[config.mk]
export PLATFORM = sky130hd
export DESIGN_NAME = mesc_counters
export DESIGN_NICKNAME = d
export VERILOG_FILES = /design/src/core/mesc_pkg.sv /design/src/core/mesc_counters.sv
export SDC_FILE = /design/constraint.sdc
export NUM_CORES = 1
export LEC_CHECK = 0
export BUFFER_PORTS_ARGS = -buffer_cell sky130_fd_sc_hd__buf_4
export CAP_MARGIN = 20
export CORE_ASPECT_RATIO = 0.8
export CORE_MARGIN = 5
export CORE_UTILIZATION = 59
export DETAILED_ROUTE_END_ITERATION = 6
export GPL_ROUTABILITY_DRIVEN = 0
export PLACE_DENSITY_LB_ADDON = 0.3
export SLEW_MARGIN = 20
export SYNTH_ARGS = -nofsm -noshare
export SYNTH_HDL_FRONTEND = slang
export SYNTH_SLANG_ARGS = --single-unit
export TNS_END_PERCENT = 100
[constraint.sdc]
create_clock -name pclk -period 3.32 [get_ports pclk]
set_input_delay 0.166 -clock pclk [delete_from_list [all_inputs] [get_ports pclk]]
set_output_delay 0.166 -clock pclk [all_outputs]
set_load 0.005 [all_outputs]
[src/core/mesc_pkg.sv]
// Constants for the MAC error statistics counter block.
// Assumes an APB master on pclk and frame status strobes from the MAC engines.

package mesc_pkg;

  // ****************************************
  // Register offsets
  // ****************************************
  localparam logic [7:0] MESC_EXCESS_COLLISION_FIELD_OFF = 8'h00;
  localparam logic [7:0] MESC_TX_UNDERRUN_FIELD_OFF  = 8'h04;
  localparam logic [7:0] MESC_CSE_OFF   = 8'h08;
  localparam logic [7:0] MESC_RRE_OFF   = 8'h0c;
  localparam logic [7:0] MESC_RX_DMA_OVERRUN_FIELD_OFF  = 8'h10;
  localparam logic [7:0] MESC_RSE_OFF   = 8'h14;
  localparam logic [7:0] MESC_ELE_OFF   = 8'h18;
  localparam logic [7:0] MESC_RJA_OFF   = 8'h1c;
  localparam logic [7:0] MESC_USF_OFF   = 8'h20;
  localparam logic [7:0] MESC_STE_OFF   = 8'h24;
  localparam logic [7:0] MESC_RLE_OFF   = 8'h28;
  localparam logic [7:0] MESC_CFG_OFF   = 8'h2c;
  localparam logic [7:0] MESC_ISR_OFF   = 8'h30;
  localparam logic [7:0] MESC_IMR_OFF   = 8'h34;

  // ****************************************
  // Field positions and reset values
  // ****************************************
  localparam int         MESC_CFG_BIG_POS  = 8;
  localparam int         MESC_CFG_LCHK_POS = 16;
  localparam int         MESC_CFG_FD_POS   = 0;
  localparam int         MESC_NEV          = 11;
  localparam logic [7:0]  MESC_CNT8_RST    = 8'h00;
  localparam logic [15:0] MESC_CNT16_RST   = 16'h0000;
  localparam logic [31:0] MESC_CFG_RST     = 32'h0000_0000;

  // ****************************************
  // Frame length limits
  // ****************************************
  localparam logic [15:0] MESC_MIN_LEN      = 16'h0040;
  localparam logic [15:0] MESC_MAX_LEN      = 16'h05ee;
  localparam logic [15:0] MESC_MAX_LEN_BIG  = 16'h0600;
  localparam logic [15:0] MESC_TYPE_MIN     = 16'h0600;

  // ****************************************
  // Heartbeat window: 96 bit times
  // ****************************************
  localparam int          MESC_HB_BITS      = 96;
  localparam int          MESC_CLK_MHZ      = 125;
  // 10 Mb/s: 100 ns per bit; longest time rounds down
  localparam int          MESC_HB_NS        = MESC_HB_BITS * 100;
  localparam int          MESC_HB_CYC_I     = (MESC_HB_NS * MESC_CLK_MHZ) / 1000;
  localparam logic [11:0] MESC_HB_CYC       = 12'(MESC_HB_CYC_I);

endpackage

[src/core/mesc_counters.sv]
// MAC error statistics counters with APB slave and event interrupt.
// Assumes frame status inputs are synchronous one-cycle strobes on pclk.

`timescale 1ns/100ps
`default_nettype none

module mesc_counters (
  input  wire  logic        pclk,
  input  wire  logic        presetn,
  input  wire  logic        psel,
  input  wire  logic        penable,
  input  wire  logic        pwrite,
  input  wire  logic [7:0]  paddr,
  input  wire  logic [31:0] pwdata,
  output logic [31:0]       prdata,
  output logic              pready,
  output logic              pslverr,
  output logic              irq,
  // Transmit frame end status
  input  wire  logic        tx_done,
  input  wire  logic        tx_excess_col,
  input  wire  logic        tx_underrun,
  input  wire  logic        tx_carrier_err,
  input  wire  logic        tx_en,
  input  wire  logic        collision_detect_signal,
  // Receive frame end status
  input  wire  logic        rx_done,
  input  wire  logic [15:0] rx_len,
  input  wire  logic        rx_crc_err,
  input  wire  logic        rx_align_err,
  input  wire  logic        rx_sym_err,
  input  wire  logic [15:0] rx_len_field,
  input  wire  logic        rx_no_buffer,
  input  wire  logic        rx_dma_overrun,
  output logic              rx_fcs_or_align
);

  // ****************************************
  // Counters
  // ****************************************
  logic [7:0]  excess_collision_field_q;
  logic [7:0]  tx_underrun_field_q;
  logic [7:0]  carrier_loss_field_q;
  logic [15:0] rx_no_buffer_field_q;
  logic [7:0]  rx_dma_overrun_field_q;
  logic [7:0]  rx_symbol_fault_field_q;
  logic [7:0]  oversize_clean_field_q;
  logic [7:0]  oversize_bad_field_q;
  logic [7:0]  runt_clean_field_q;
  logic [7:0]  heartbeat_fail_field_q;
  logic [7:0]  length_mismatch_field_q;
  logic [31:0] cfg_q;
  logic [10:0] isr_q;
  logic [10:0] imr_q;
  logic [11:0] hb_cnt_q;
  logic        hb_arm_q;
  logic        tx_en_q;

  logic        wr;
  logic        rd;
  logic [15:0] max_len;
  logic        rx_bad;
  logic        ev_excess_collision_field;
  logic        ev_tx_underrun_field;
  logic        ev_cse;
  logic        ev_rre;
  logic        ev_rx_dma_overrun_field;
  logic        ev_rse;
  logic        ev_ele;
  logic        ev_rja;
  logic        ev_usf;
  logic        ev_ste;
  logic        ev_rle;
  logic [10:0] ev;

  function automatic logic [7:0] inc8(input logic [7:0] v);
    inc8 = v + 8'h01;
  endfunction

  function automatic logic wsel(input logic [7:0] off);
    wsel = wr && (paddr == off);
  endfunction

  assign wr      = psel && penable && pwrite;
  assign rd      = psel && !pwrite;
  assign pready  = 1'b1;
  assign pslverr = 1'b0;

  // ****************************************
  // Event decode
  // ****************************************
  assign max_len = cfg_q[mesc_pkg::MESC_CFG_BIG_POS] ? mesc_pkg::MESC_MAX_LEN_BIG
                                                     : mesc_pkg::MESC_MAX_LEN;
  assign rx_bad  = rx_crc_err || rx_align_err || rx_sym_err;

  // Underrun suppresses the excess collision and carrier error events for that frame
  assign ev_tx_underrun_field  = tx_done && tx_underrun;
  assign ev_excess_collision_field = tx_done && tx_excess_col && !tx_underrun;
  // Carrier error counts only in half duplex, and only when there is no underrun and no excess collision
  assign ev_cse   = tx_done && tx_carrier_err && !tx_underrun
                    && !tx_excess_col
                    && !cfg_q[mesc_pkg::MESC_CFG_FD_POS];
  assign ev_rre   = rx_done && rx_no_buffer;
  assign ev_rx_dma_overrun_field  = rx_done && rx_dma_overrun;
  assign ev_rse   = rx_done && rx_sym_err;
  assign ev_ele   = rx_done && (rx_len > max_len) && !rx_bad;
  assign ev_rja   = rx_done && (rx_len > max_len) && rx_bad;
  assign ev_usf   = rx_done && (rx_len < mesc_pkg::MESC_MIN_LEN) && !rx_bad;
  assign ev_rle   = rx_done && cfg_q[mesc_pkg::MESC_CFG_LCHK_POS]
                    && (rx_len_field < mesc_pkg::MESC_TYPE_MIN)
                    && (rx_len <= max_len)
                    && (rx_len < rx_len_field);
  assign ev_ste   = hb_arm_q && (hb_cnt_q == 12'h000)
                    && !collision_detect_signal;
  assign ev = {ev_rle, ev_ste, ev_usf, ev_rja, ev_ele, ev_rse,
               ev_rx_dma_overrun_field, ev_rre, ev_cse, ev_tx_underrun_field, ev_excess_collision_field};

  // Handed to the CRC/alignment counters outside this block
  always_ff @(posedge pclk or negedge presetn) begin
    if (!presetn) begin
      rx_fcs_or_align <= 1'b0;
    end else begin
      rx_fcs_or_align <= rx_done && rx_sym_err
                         && (rx_len >= mesc_pkg::MESC_MIN_LEN)
                         && (rx_len <= max_len);
    end
  end

  // ****************************************
  // Heartbeat window after tx_en falls
  // ****************************************
  always_ff @(posedge pclk or negedge presetn) begin
    if (!presetn) begin
      tx_en_q  <= 1'b0;
      hb_arm_q <= 1'b0;
      hb_cnt_q <= 12'h000;
    end else begin
      tx_en_q <= tx_en;
      if (tx_en_q && !tx_en && !cfg_q[mesc_pkg::MESC_CFG_FD_POS]) begin
        hb_arm_q <= 1'b1;
        hb_cnt_q <= mesc_pkg::MESC_HB_CYC;
      end else if (hb_arm_q && (collision_detect_signal || hb_cnt_q == 12'h000)) begin
        hb_arm_q <= 1'b0;
      end else if (hb_arm_q) begin
        hb_cnt_q <= hb_cnt_q - 12'h001;
      end
    end
  end

  // ****************************************
  // Counter updates; a software write wins
  // ****************************************
  always_ff @(posedge pclk or negedge presetn) begin
    if (!presetn) begin
      excess_collision_field_q <= mesc_pkg::MESC_CNT8_RST;
      tx_underrun_field_q      <= mesc_pkg::MESC_CNT8_RST;
      carrier_loss_field_q     <= mesc_pkg::MESC_CNT8_RST;
      rx_no_buffer_field_q     <= mesc_pkg::MESC_CNT16_RST;
      rx_dma_overrun_field_q   <= mesc_pkg::MESC_CNT8_RST;
      rx_symbol_fault_field_q  <= mesc_pkg::MESC_CNT8_RST;
      oversize_clean_field_q   <= mesc_pkg::MESC_CNT8_RST;
      oversize_bad_field_q     <= mesc_pkg::MESC_CNT8_RST;
      runt_clean_field_q       <= mesc_pkg::MESC_CNT8_RST;
      heartbeat_fail_field_q   <= mesc_pkg::MESC_CNT8_RST;
      length_mismatch_field_q  <= mesc_pkg::MESC_CNT8_RST;
    end else begin
      // Write loads low bits only
      if (wsel(mesc_pkg::MESC_EXCESS_COLLISION_FIELD_OFF)) excess_collision_field_q <= pwdata[7:0];
      else if (ev_excess_collision_field) excess_collision_field_q <= inc8(excess_collision_field_q);
      if (wsel(mesc_pkg::MESC_TX_UNDERRUN_FIELD_OFF)) tx_underrun_field_q <= pwdata[7:0];
      else if (ev_tx_underrun_field) tx_underrun_field_q <= inc8(tx_underrun_field_q);
      if (wsel(mesc_pkg::MESC_CSE_OFF)) carrier_loss_field_q <= pwdata[7:0];
      else if (ev_cse) carrier_loss_field_q <= inc8(carrier_loss_field_q);
      if (wsel(mesc_pkg::MESC_RRE_OFF)) rx_no_buffer_field_q <= pwdata[15:0];
      else if (ev_rre) rx_no_buffer_field_q <= rx_no_buffer_field_q + 16'h0001;
      if (wsel(mesc_pkg::MESC_RX_DMA_OVERRUN_FIELD_OFF)) rx_dma_overrun_field_q <= pwdata[7:0];
      else if (ev_rx_dma_overrun_field) rx_dma_overrun_field_q <= inc8(rx_dma_overrun_field_q);
      if (wsel(mesc_pkg::MESC_RSE_OFF)) rx_symbol_fault_field_q <= pwdata[7:0];
      else if (ev_rse) rx_symbol_fault_field_q <= inc8(rx_symbol_fault_field_q);
      if (wsel(mesc_pkg::MESC_ELE_OFF)) oversize_clean_field_q <= pwdata[7:0];
      else if (ev_ele) oversize_clean_field_q <= inc8(oversize_clean_field_q);
      if (wsel(mesc_pkg::MESC_RJA_OFF)) oversize_bad_field_q <= pwdata[7:0];
      else if (ev_rja) oversize_bad_field_q <= inc8(oversize_bad_field_q);
      if (wsel(mesc_pkg::MESC_USF_OFF)) runt_clean_field_q <= pwdata[7:0];
      else if (ev_usf) runt_clean_field_q <= inc8(runt_clean_field_q);
      if (wsel(mesc_pkg::MESC_STE_OFF)) heartbeat_fail_field_q <= pwdata[7:0];
      else if (ev_ste) heartbeat_fail_field_q <= inc8(heartbeat_fail_field_q);
      if (wsel(mesc_pkg::MESC_RLE_OFF)) length_mismatch_field_q <= pwdata[7:0];
      else if (ev_rle) length_mismatch_field_q <= inc8(length_mismatch_field_q);
    end
  end

  // ****************************************
  // Configuration, interrupt status and mask
  // ****************************************
  always_ff @(posedge pclk or negedge presetn) begin
    if (!presetn) begin
      cfg_q <= mesc_pkg::MESC_CFG_RST;
      imr_q <= 11'h000;
    end else begin
      if (wsel(mesc_pkg::MESC_CFG_OFF)) cfg_q <= pwdata;
      if (wsel(mesc_pkg::MESC_IMR_OFF)) imr_q <= pwdata[10:0];
    end
  end

  // New events win over a write-one clear in the same cycle
  always_ff @(posedge pclk or negedge presetn) begin
    if (!presetn) begin
      isr_q <= 11'h000;
    end else if (wsel(mesc_pkg::MESC_ISR_OFF)) begin
      isr_q <= (isr_q & ~pwdata[10:0]) | ev;
    end else begin
      isr_q <= isr_q | ev;
    end
  end

  assign irq = |(isr_q & imr_q);

  // ****************************************
  // Read data; unmapped reads return zero
  // ****************************************
  always_ff @(posedge pclk or negedge presetn) begin
    if (!presetn) begin
      prdata <= 32'h0000_0000;
    end else if (rd && !penable) begin
      unique case (paddr)
        mesc_pkg::MESC_EXCESS_COLLISION_FIELD_OFF: prdata <= {24'h000000, excess_collision_field_q};
        mesc_pkg::MESC_TX_UNDERRUN_FIELD_OFF:  prdata <= {24'h000000, tx_underrun_field_q};
        mesc_pkg::MESC_CSE_OFF:   prdata <= {24'h000000, carrier_loss_field_q};
        mesc_pkg::MESC_RRE_OFF:   prdata <= {16'h0000, rx_no_buffer_field_q};
        mesc_pkg::MESC_RX_DMA_OVERRUN_FIELD_OFF:  prdata <= {24'h000000, rx_dma_overrun_field_q};
        mesc_pkg::MESC_RSE_OFF:   prdata <= {24'h000000, rx_symbol_fault_field_q};
        mesc_pkg::MESC_ELE_OFF:   prdata <= {24'h000000, oversize_clean_field_q};
        mesc_pkg::MESC_RJA_OFF:   prdata <= {24'h000000, oversize_bad_field_q};
        mesc_pkg::MESC_USF_OFF:   prdata <= {24'h000000, runt_clean_field_q};
        mesc_pkg::MESC_STE_OFF:   prdata <= {24'h000000, heartbeat_fail_field_q};
        mesc_pkg::MESC_RLE_OFF:   prdata <= {24'h000000, length_mismatch_field_q};
        mesc_pkg::MESC_CFG_OFF:   prdata <= cfg_q;
        mesc_pkg::MESC_ISR_OFF:   prdata <= {21'h00000, isr_q};
        mesc_pkg::MESC_IMR_OFF:   prdata <= {21'h00000, imr_q};
        default:                  prdata <= 32'h0000_0000;
      endcase
    end
  end

endmodule

`default_nettype wire

==> results.tsv, run 1 <==
metric	value	unit
Worst-Skew Late Latency	0.45	ns
leakage	5.847	nW
fin worst setup slack	0.5640	ns
WHS Endpoint	cfg_q[10]	
kind of critical path	flip-flop to flip-flop	
Syn Nets	1261	
Port Buffers	122	
CP Max Fanout	8	
fraction of layout cells with a size suffix above 1	19.78	%
maxcap violations	0	
I/O Pins	125	
FF+latch count, synth	197	
status	finished, violations left	
die width	163.2	um
post-CTS sizing	0	
hold depth	2	
Detailed Place HPWL	22820	um
H-tree Lvls	4	
DRT iter0 DRCs	1273	
clk slew on worst S/H paths	0.08	ns
placed insts	1470	
Startpoint Class	flip-flop	
FF-to-FF Start	cfg_q[8]	
Seq/Total Area, Yosys	44.50	%
R2R setup slack	0.56	ns
pre-CTS setup slack	0.6629	ns
area share of the largest cell type after synthesis	44.50	%
EDFF count, synth	0	
Power per Cell Area	492.9	nW/um^2
CTS tree	built	
DRC	4	
Layout Skew	0.01223	ns
clock tree sinks	197	
Total Routing Usage GR	30.86	%
antenna viol nets, final	0	
Hold/Removal Path Class	input port to flip-flop	
CTS buffer count	17	
fmax	0.3629	GHz
Die Span Y	132.6	um
leading register cell type out of synthesis	dfrtp_1	
setup_tns	0	ns
mapped cell area	11080	um^2
postcts setup bufs	0	
first-pass GRT wire length	52430	um
FP Rows	44	
Synth area leader	dfrtp_1	
VDD IR max	0.5109	mV
Max Slew Vio Count	0	
Die ar.	21630	um^2
Final Non-Filler Cells	1528	
Synth Instances	1136	
max_slew headroom	34.72	%
min-delay src	pwdata[10]	
routed length per instance	21.91	um
Final Hold Vio Count	0	
RSZ-0062 raised after global routing	no	
most common cell in the netlist	dfrtp_1	
syn_area_per_cell	9.751	um^2
core footprint	18280	um^2
count of distinct cell types in the synthesized netlist	75	
Async SR Flop Fraction	100.0	%
setup violators final	0	
failing checks	DRC	
final core occ	71.60	%
final WL	33480	um
period utilization	83.01	%
Initial Util	60.60	%
cts hold-fix bufs	24	
CTS Buffer Depth	2	
top post-synthesis cells by area	dfrtp_1 45%, mux2_2 5.1%, a21oi_1 4.9%, nor2_1 4.5%, ha_1 4.1%	
Vias	9755	
initial antenna violation count	1	
Final Critical Period	2.756	ns
adder-cell share of the synthesized area	4.066	%
Post-Synth Simple-Gate Area	17.64	%
Post-Layout Inst Area	13090	um^2
Arr. time, crit path	3.11	ns
dominant combinational cell family by area after synthesis	simple AND/OR/NAND/NOR gates	
total gr overflow	0	
Ys Warns	0	
CTS root buffer	clkbuf_16	
CP Capture Type	flip-flop	
number of global-route vias before repair	9396	
Vias/cell	6.384	
pin count of the biggest net entering global routing	103	
Slew @ Worst Pin	0.9768	ns
multiplexer share of the synthesized area	8.381	%
post-synthesis xor/xnor area fraction	7.274	%
R2R depth	8	
placed instance area	12230	um^2
Post-layout nets	1386	
capturing point of the worst reg2reg path	oversize_clean_field_q[7]	
Area growth syn-to-layout	18.15	%
Pre-Repair DR Iteration Count	7	
data required time of the worst path	3.67	ns
Commonest cells post-synth	197 x dfrtp_1, 134 x nor2_1, 108 x a21oi_1	
complex-gate fraction of the synthesized area	15.05	%
state kept, by name (all words and copies together) (netlist names), 11 cells and up:
| signal | cells |
|---|---|
| imr_q | 11 |
| isr_q | 11 |
| hb_cnt_q | 12 |
| rx_no_buffer_field_q | 16 |
| prdata | 32 |
| cfg_q | 32 |
cells by family after synthesis:
kind of cell,after synthesis
flops,197
buf+inv,82
fa+ha+maj,36
compound gates,261
simple gates,387
other cells,2
xor+xnor,92
mux,79
final cells by class:
cell class              instances  area [um^2]
diodes                          1        2.502
multi-input cells             857         5821
well taps                     253        316.6
clock buffers                  17        425.4
fillers                      1313         5190
clock inverters                15        178.9
flip-flops and latches        197         4930
repair buffers                167         1335
inverters                      21        78.83
layer usage:
layer	wire (um)	global-route usage (%)	up-vias
met1	13720	43.44	4690
met4	1270	10.43	0
li1	-	-	4355
met5	0	0	-
met2	14810	46.31	601
met3	3676	8.706	109
worst max-delay path by stage:
stage          startpoint                          to  slack [ns]  depth (start not counted)
3_5_place_dp     cfg_q[8]  length_mismatch_field_q[1]        0.66                          8
4_1_cts          cfg_q[8]  length_mismatch_field_q[1]        0.65                          8
2_1_floorplan    cfg_q[8]  length_mismatch_field_q[3]        1.03                          7
6_report         cfg_q[8]   oversize_clean_field_q[7]        0.56                          8
3_3_place_gp     cfg_q[8]  length_mismatch_field_q[1]        0.83                          7
5_1_grt          cfg_q[8]  length_mismatch_field_q[1]        0.38                          8
cells in the final DEF, fill, tap and decap left out, types with 8 or more instances in the layout:
| cell | synthesis | layout |
|---|---|---|
| ha_1 | 36 | 36 |
| nor3_1 | 12 | 12 |
| dlygate4sd3_1 | 0 | 25 |
| a22oi_1 | 30 | 30 |
| xnor2_1 | 48 | 48 |
| nand2_1 | 96 | 96 |
| buf_4 | 2 | 140 |
| xor2_1 | 44 | 44 |
| o211ai_1 | 8 | 8 |
| inv_1 | 21 | 21 |
| clkbuf_16 | 0 | 17 |
| a22o_1 | 27 | 27 |
| nand3_1 | 29 | 29 |
| and3_1 | 16 | 16 |
| nor4_1 | 12 | 12 |
| mux2_2 | 50 | 50 |
| dfrtp_1 | 197 | 197 |
| nor2_1 | 134 | 133 |
| mux2i_1 | 23 | 23 |
| nand4_1 | 25 | 25 |
| a21oi_1 | 108 | 108 |
| o21ai_0 | 35 | 35 |
| a21o_1 | 11 | 11 |
stage by stage:
step	total power, mW	hold slack (ns)
after detailed placement	4.285	0.2923
final	6.452	0.01423
after global routing	6.715	0.006218
after floorplan	3.801	-0.1296
after global placement	4.228	0.2864
after CTS	6.406	0.001273
power breakdown:
part           total [mW]  internal [mW]  leakage (nW)  switching, mW
Combinational        1.16          0.573          2.97          0.585
Sequential           3.16           2.70          2.59          0.462
Clock                2.13           1.08         0.286           1.05
critical path, stage by stage (launching register included):
cell       delay [ns]
dfrtp_1          0.51
inv_1            0.14
ha_1             0.33
a21o_1           0.13
nand2_1          0.16
o21a_1           0.32
a2111oi_0        0.72
xnor2_1          0.15
a21oi_1          0.20
(Power assumes the default switching activity.)
==> inputs of run 2 (changes only) <==
Clock period 3.32 ns to 2.8 ns, I/O delays scaled along.
==> results.tsv, run 2 (same netlist as run 1, synthesis figures left out) <==
metric	value	unit
CP max stage delay	0.48	ns
crit-path leading delay family	simple AND/OR/NAND/NOR gates	
Layout Skew	0.009210	ns
leakage	5.920	nW
Post-layout nets	1398	
capturing point of the worst reg2reg path	length_mismatch_field_q[3]	
die width	163.2	um
setup violators final	0	
M2 GR Usage	48.73	%
max_slew headroom	50.84	%
final core occ	72.28	%
CP Max Fanout	15	
first-pass GRT wire length	53500	um
CTS root buffer	clkbuf_16	
top flop regs	cfg_q: 32 flops, prdata: 32 flops, rx_no_buffer_field_q: 16 flops	
DRC	0	
R2R setup slack	0.29	ns
commonest non-fill, non-tap cell in the layout	dfrtp_1	
period utilization	89.76	%
Final Critical Period	2.513	ns
Power per Cell Area	575.8	nW/um^2
Detailed Place HPWL	23510	um
RSZ-0062 raised after global routing	no	
status	completed	
DRT iter0 DRCs	1397	
min-delay src	pwdata[2]	
WHS Endpoint	runt_clean_field_q[2]	
antenna viol nets, final	0	
GR peak layer	met2	
met1 usage	43.10	%
Slew @ Worst Pin	0.7313	ns
Vias/cell	6.363	
FF-to-FF Start	cfg_q[8]	
final WL	33930	um
H-tree Lvls	4	
Max Slew Vio Count	0	
setup_tns	0	ns
data required time of the worst path	3.15	ns
total gr overflow	0	
post-CTS sizing	0	
Worst-Skew Late Latency	0.45	ns
Startpoint Class	flip-flop	
Post-Layout Inst Area	13210	um^2
grt met3 use	8.986	%
hold depth	3	
Vias	9792	
VDD IR max	0.4893	mV
Initial Util	60.60	%
Area growth syn-to-layout	19.26	%
kind of critical path	flip-flop to flip-flop	
Hold/Removal Path Class	input port to flip-flop	
commonest cells after routing, fill and taps aside	197 x dfrtp_1, 148 x buf_4, 133 x nor2_1, 108 x a21oi_1, 96 x nand2_1	
routed length per instance	22.05	um
maxcap violations	0	
Total Routing Usage GR	31.59	%
Antenna diodes	0	
cts hold-fix bufs	27	
Setup crit start	cfg_q[8]	
pin count of the biggest net entering global routing	88	
Arr. time, crit path	2.86	ns
CTS buffer count	17	
fmax	0.3979	GHz
WP buf/inv	0	
Die ar.	21630	um^2
Die Span Y	132.6	um
Pre-Repair DR Iteration Count	7	
core footprint	18280	um^2
placed instance area	12330	um^2
CP Capture Type	flip-flop	
Crit-path slowest cell	dfrtp_1	
FP Rows	44	
Port Buffers	122	
CTS tree	built	
initial antenna violation count	1	
R2R depth	7	
critical path, cell by cell	ha_1 -> nand4b_1 -> o21bai_1 -> o21ba_2 -> nor4_4 -> mux2i_1 -> or2_1	
number of global-route vias before repair	9565	
I/O Pins	125	
postcts setup bufs	0	
clk slew on worst S/H paths	0.08	ns
Final Hold Vio Count	0	
clock tree sinks	197	
fraction of layout cells with a size suffix above 1	20.37	%
CTS Buffer Depth	2	
## run 2: worst max path at each step
stage | to | slack, ns | cells past startpoint
final | length_mismatch_field_q[3] | 0.29 | 7
after global routing | length_mismatch_field_q[3] | 0.10 | 7
after CTS | length_mismatch_field_q[3] | 0.32 | 7
after detailed placement | length_mismatch_field_q[3] | 0.33 | 8
after global placement | length_mismatch_field_q[3] | 0.48 | 7
after floorplan | length_mismatch_field_q[3] | 0.51 | 7
## run 2: layer usage
layer  part of all wire, %  routed length [um]  up-vias
li1                      -                   -     4371
met1                    41               13960     4729
met2                    45               15270      579
met3                    10                3487      111
met4                   3.5                1199        2
met5                 0.038                  13        -
## run 2: per-stage QoR
stage                     setup slack, ns  hold slack, ns  cells  power [mW]
after floorplan                    0.5063         -0.1556   1136       4.507
after global placement             0.4769          0.2476   1480       5.012
after detailed placement           0.3251          0.2541   1480       5.076
after CTS                          0.3241         0.03852   1539       7.575
after global routing               0.1032         0.04668   1539       7.965
final                              0.2868         0.04645   1539       7.607
## run 2: final cells by class
cell class,instances,area [um^2]
well taps,253,316.6
multi-input cells,857,5821
flip-flops and latches,197,4930
clock inverters,15,183.9
clock buffers,17,425.4
inverters,21,78.83
fillers,1294,5067
repair buffers,179,1455
## run 2: worst register-to-register path: cells and delay by family (launching register included)
family,cells,cell delay [ns]
compound gates,2,0.54
fa+ha+maj,1,0.36
flops,1,0.48
mux,1,0.13
simple gates,3,0.90
## run 2: power breakdown
part | switching, mW | internal (mW)
sequential | 0.527 | 3.20
combinational | 0.704 | 0.683
clock | 1.28 | 1.21
total | 2.51 | 5.10
==> inputs of run 3 (changes only) <==
--- a/config.mk
+++ b/config.mk
@@ -14,2 +14,3 @@
 export GPL_ROUTABILITY_DRIVEN = 0
+export MAX_ROUTING_LAYER = met4
 export PLACE_DENSITY_LB_ADDON = 0.3
--- a/constraint.sdc
+++ b/constraint.sdc
@@ -3,2 +3,2 @@
 set_output_delay 0.14 -clock pclk [all_outputs]
-set_load 0.005 [all_outputs]
+set_load 0.05 [all_outputs]
==> results.tsv, run 3 (same netlist as run 1, synthesis figures left out) <==
metric	value	unit
status	finished, violations left	
failing checks	DRC	
postcts setup bufs	0	
fraction of layout cells with a size suffix above 1	20.37	%
Area growth syn-to-layout	19.26	%
clock tree sinks	197	
routed length per instance	22.10	um
DRT iter0 DRCs	1327	
clk slew on worst S/H paths	0.08	ns
setup_tns	0	ns
DRC	14	
clock network fraction of total power	32.8	%
antenna viol nets, final	0	
Detailed Place HPWL	23510	um
number of global-route vias before repair	9590	
Seq pwr share	48.9	%
Vias	9750	
Die ar.	21630	um^2
RSZ-0062 raised after global routing	no	
I/O Pins	125	
Die Span Y	132.6	um
Arr. time, crit path	2.90	ns
Vias/cell	6.335	
Final Hold Vio Count	0	
GR peak layer	met2	
Sequential Area	4930	um^2
M2 GR Usage	48.89	%
Total Routing Usage GR	32.51	%
fill count	1294	
combinational share of power	18.3	%
CTS tree	built	
CTS Buffer Depth	2	
Layout Skew	0.01181	ns
placed instance area	12330	um^2
pin count of the biggest net entering global routing	88	
CTS root buffer	clkbuf_16	
VDD IR max	0.4872	mV
first-pass GRT wire length	53470	um
top flop regs	cfg_q: 32 flops, prdata: 32 flops, rx_no_buffer_field_q: 16 flops	
die width	163.2	um
initial antenna violation count	0	
Port Buffers	122	
Max Slew Vio Count	0	
CP Max Fanout	15	
commonest cells after routing, fill and taps aside	197 x dfrtp_1, 148 x buf_4, 133 x nor2_1, 108 x a21oi_1, 96 x nand2_1	
max_slew headroom	51.21	%
kind of critical path	flip-flop to flip-flop	
core footprint	18280	um^2
Antenna diodes	0	
CP Capture Type	flip-flop	
Final Critical Period	2.530	ns
FP Rows	44	
Slew @ Worst Pin	0.7220	ns
fmax	0.3953	GHz
met1 usage	42.92	%
Power Internal	5.095	mW
H-tree Lvls	4	
commonest non-fill, non-tap cell in the layout	dfrtp_1	
data required time of the worst path	3.17	ns
Initial Util	60.60	%
CTS buffer count	17	
Worst-Skew Late Latency	0.46	ns
Hold/Removal Path Class	input port to flip-flop	
leakage	5.920	nW
final WL	34010	um
Pre-Repair DR Iteration Count	7	
grt met3 use	8.675	%
Power per Cell Area	577.4	nW/um^2
total gr overflow	0	
Startpoint Class	flip-flop	
Post-layout nets	1398	
sw frac	33.20	%
maxcap violations	0	
NetSw	2.532	mW
period utilization	90.34	%
setup violators final	0	
area of the multi-input gates	5821	um^2
Post-Layout Inst Area	13210	um^2
final core occ	72.28	%
[run 3: worst paths after layout]
| kind | slack, ns | from | depth (start not counted) | end |
|---|---|---|---|---|
| worst min-delay path | 0.05 | pwdata[2] | 3 | length_mismatch_field_q[2] |
| worst max register to register | 0.27 | cfg_q[8] | 8 | oversize_bad_field_q[0] |
| max in group asynchronous | 1.71 | presetn | 3 | tx_underrun_field_q[2] |
| min in group asynchronous | 0.30 | presetn | 2 | hb_cnt_q[1] |
| worst min register to register | 0.50 | prdata[4] | 2 | prdata[4] |
| worst max-delay path | 0.27 | cfg_q[8] | 8 | oversize_bad_field_q[0] |
[run 3: power groups by stage]
stage / clock, mW / sequential [mW] / combinational (mW)
global route: 2.63 / 3.77 / 1.57
detailed placement: 0 / 3.75 / 1.33
global placement: 0 / 3.74 / 1.29
CTS: 2.50 / 3.70 / 1.38
finish: 2.50 / 3.73 / 1.40
floorplan: 0 / 3.57 / 0.950
[run 3: what timing repair did]
item | CTS | global route
gates resized for setup | 0 | 0
endpoints found under the hold margin | 121 | 0
hold buffers | 27 | 0
setup endpoints to repair | 0 | 0
[run 3: through the flow]
step / instances / total power [mW] / setup slack, ns / hold slack (ns)
after floorplan: 1136 / 4.519 / 0.5063 / -0.1556
after global placement: 1480 / 5.024 / 0.4769 / 0.2476
after detailed placement: 1480 / 5.088 / 0.3251 / 0.2541
after CTS: 1539 / 7.587 / 0.3241 / 0.03852
after global routing: 1539 / 7.971 / 0.1060 / 0.04474
final: 1539 / 7.627 / 0.2705 / 0.04542
[run 3: worst max-delay path, stage by stage, from the launching register on]
cell      delay [ns]
dfrtp_1         0.49
inv_1           0.12
ha_1            0.31
nand3_1         0.12
o21bai_1        0.20
o21ba_2         0.48
o21ai_0         0.28
xor2_1          0.22
a21oi_1         0.21
[run 3: per-layer routing]
layer  share of wire, %  wire, um  vias to the layer above
met5                  0         0                        -
met4                3.5      1186                        0
met3                 10      3529                      113
met2                 45     15350                      559
met1                 41     13950                     4711
li1                   -         -                     4367
[run 3: area by class of cell]
cell class                 instances  share of cell area (%)
clock buffer                      17                   3.220
multi-input combinational        857                   44.06
timing repair buffer             179                   11.02
inverter                          21                  0.5967
clock inverter                    15                   1.392
sequential                       197                   37.32
tap                              253                   2.396
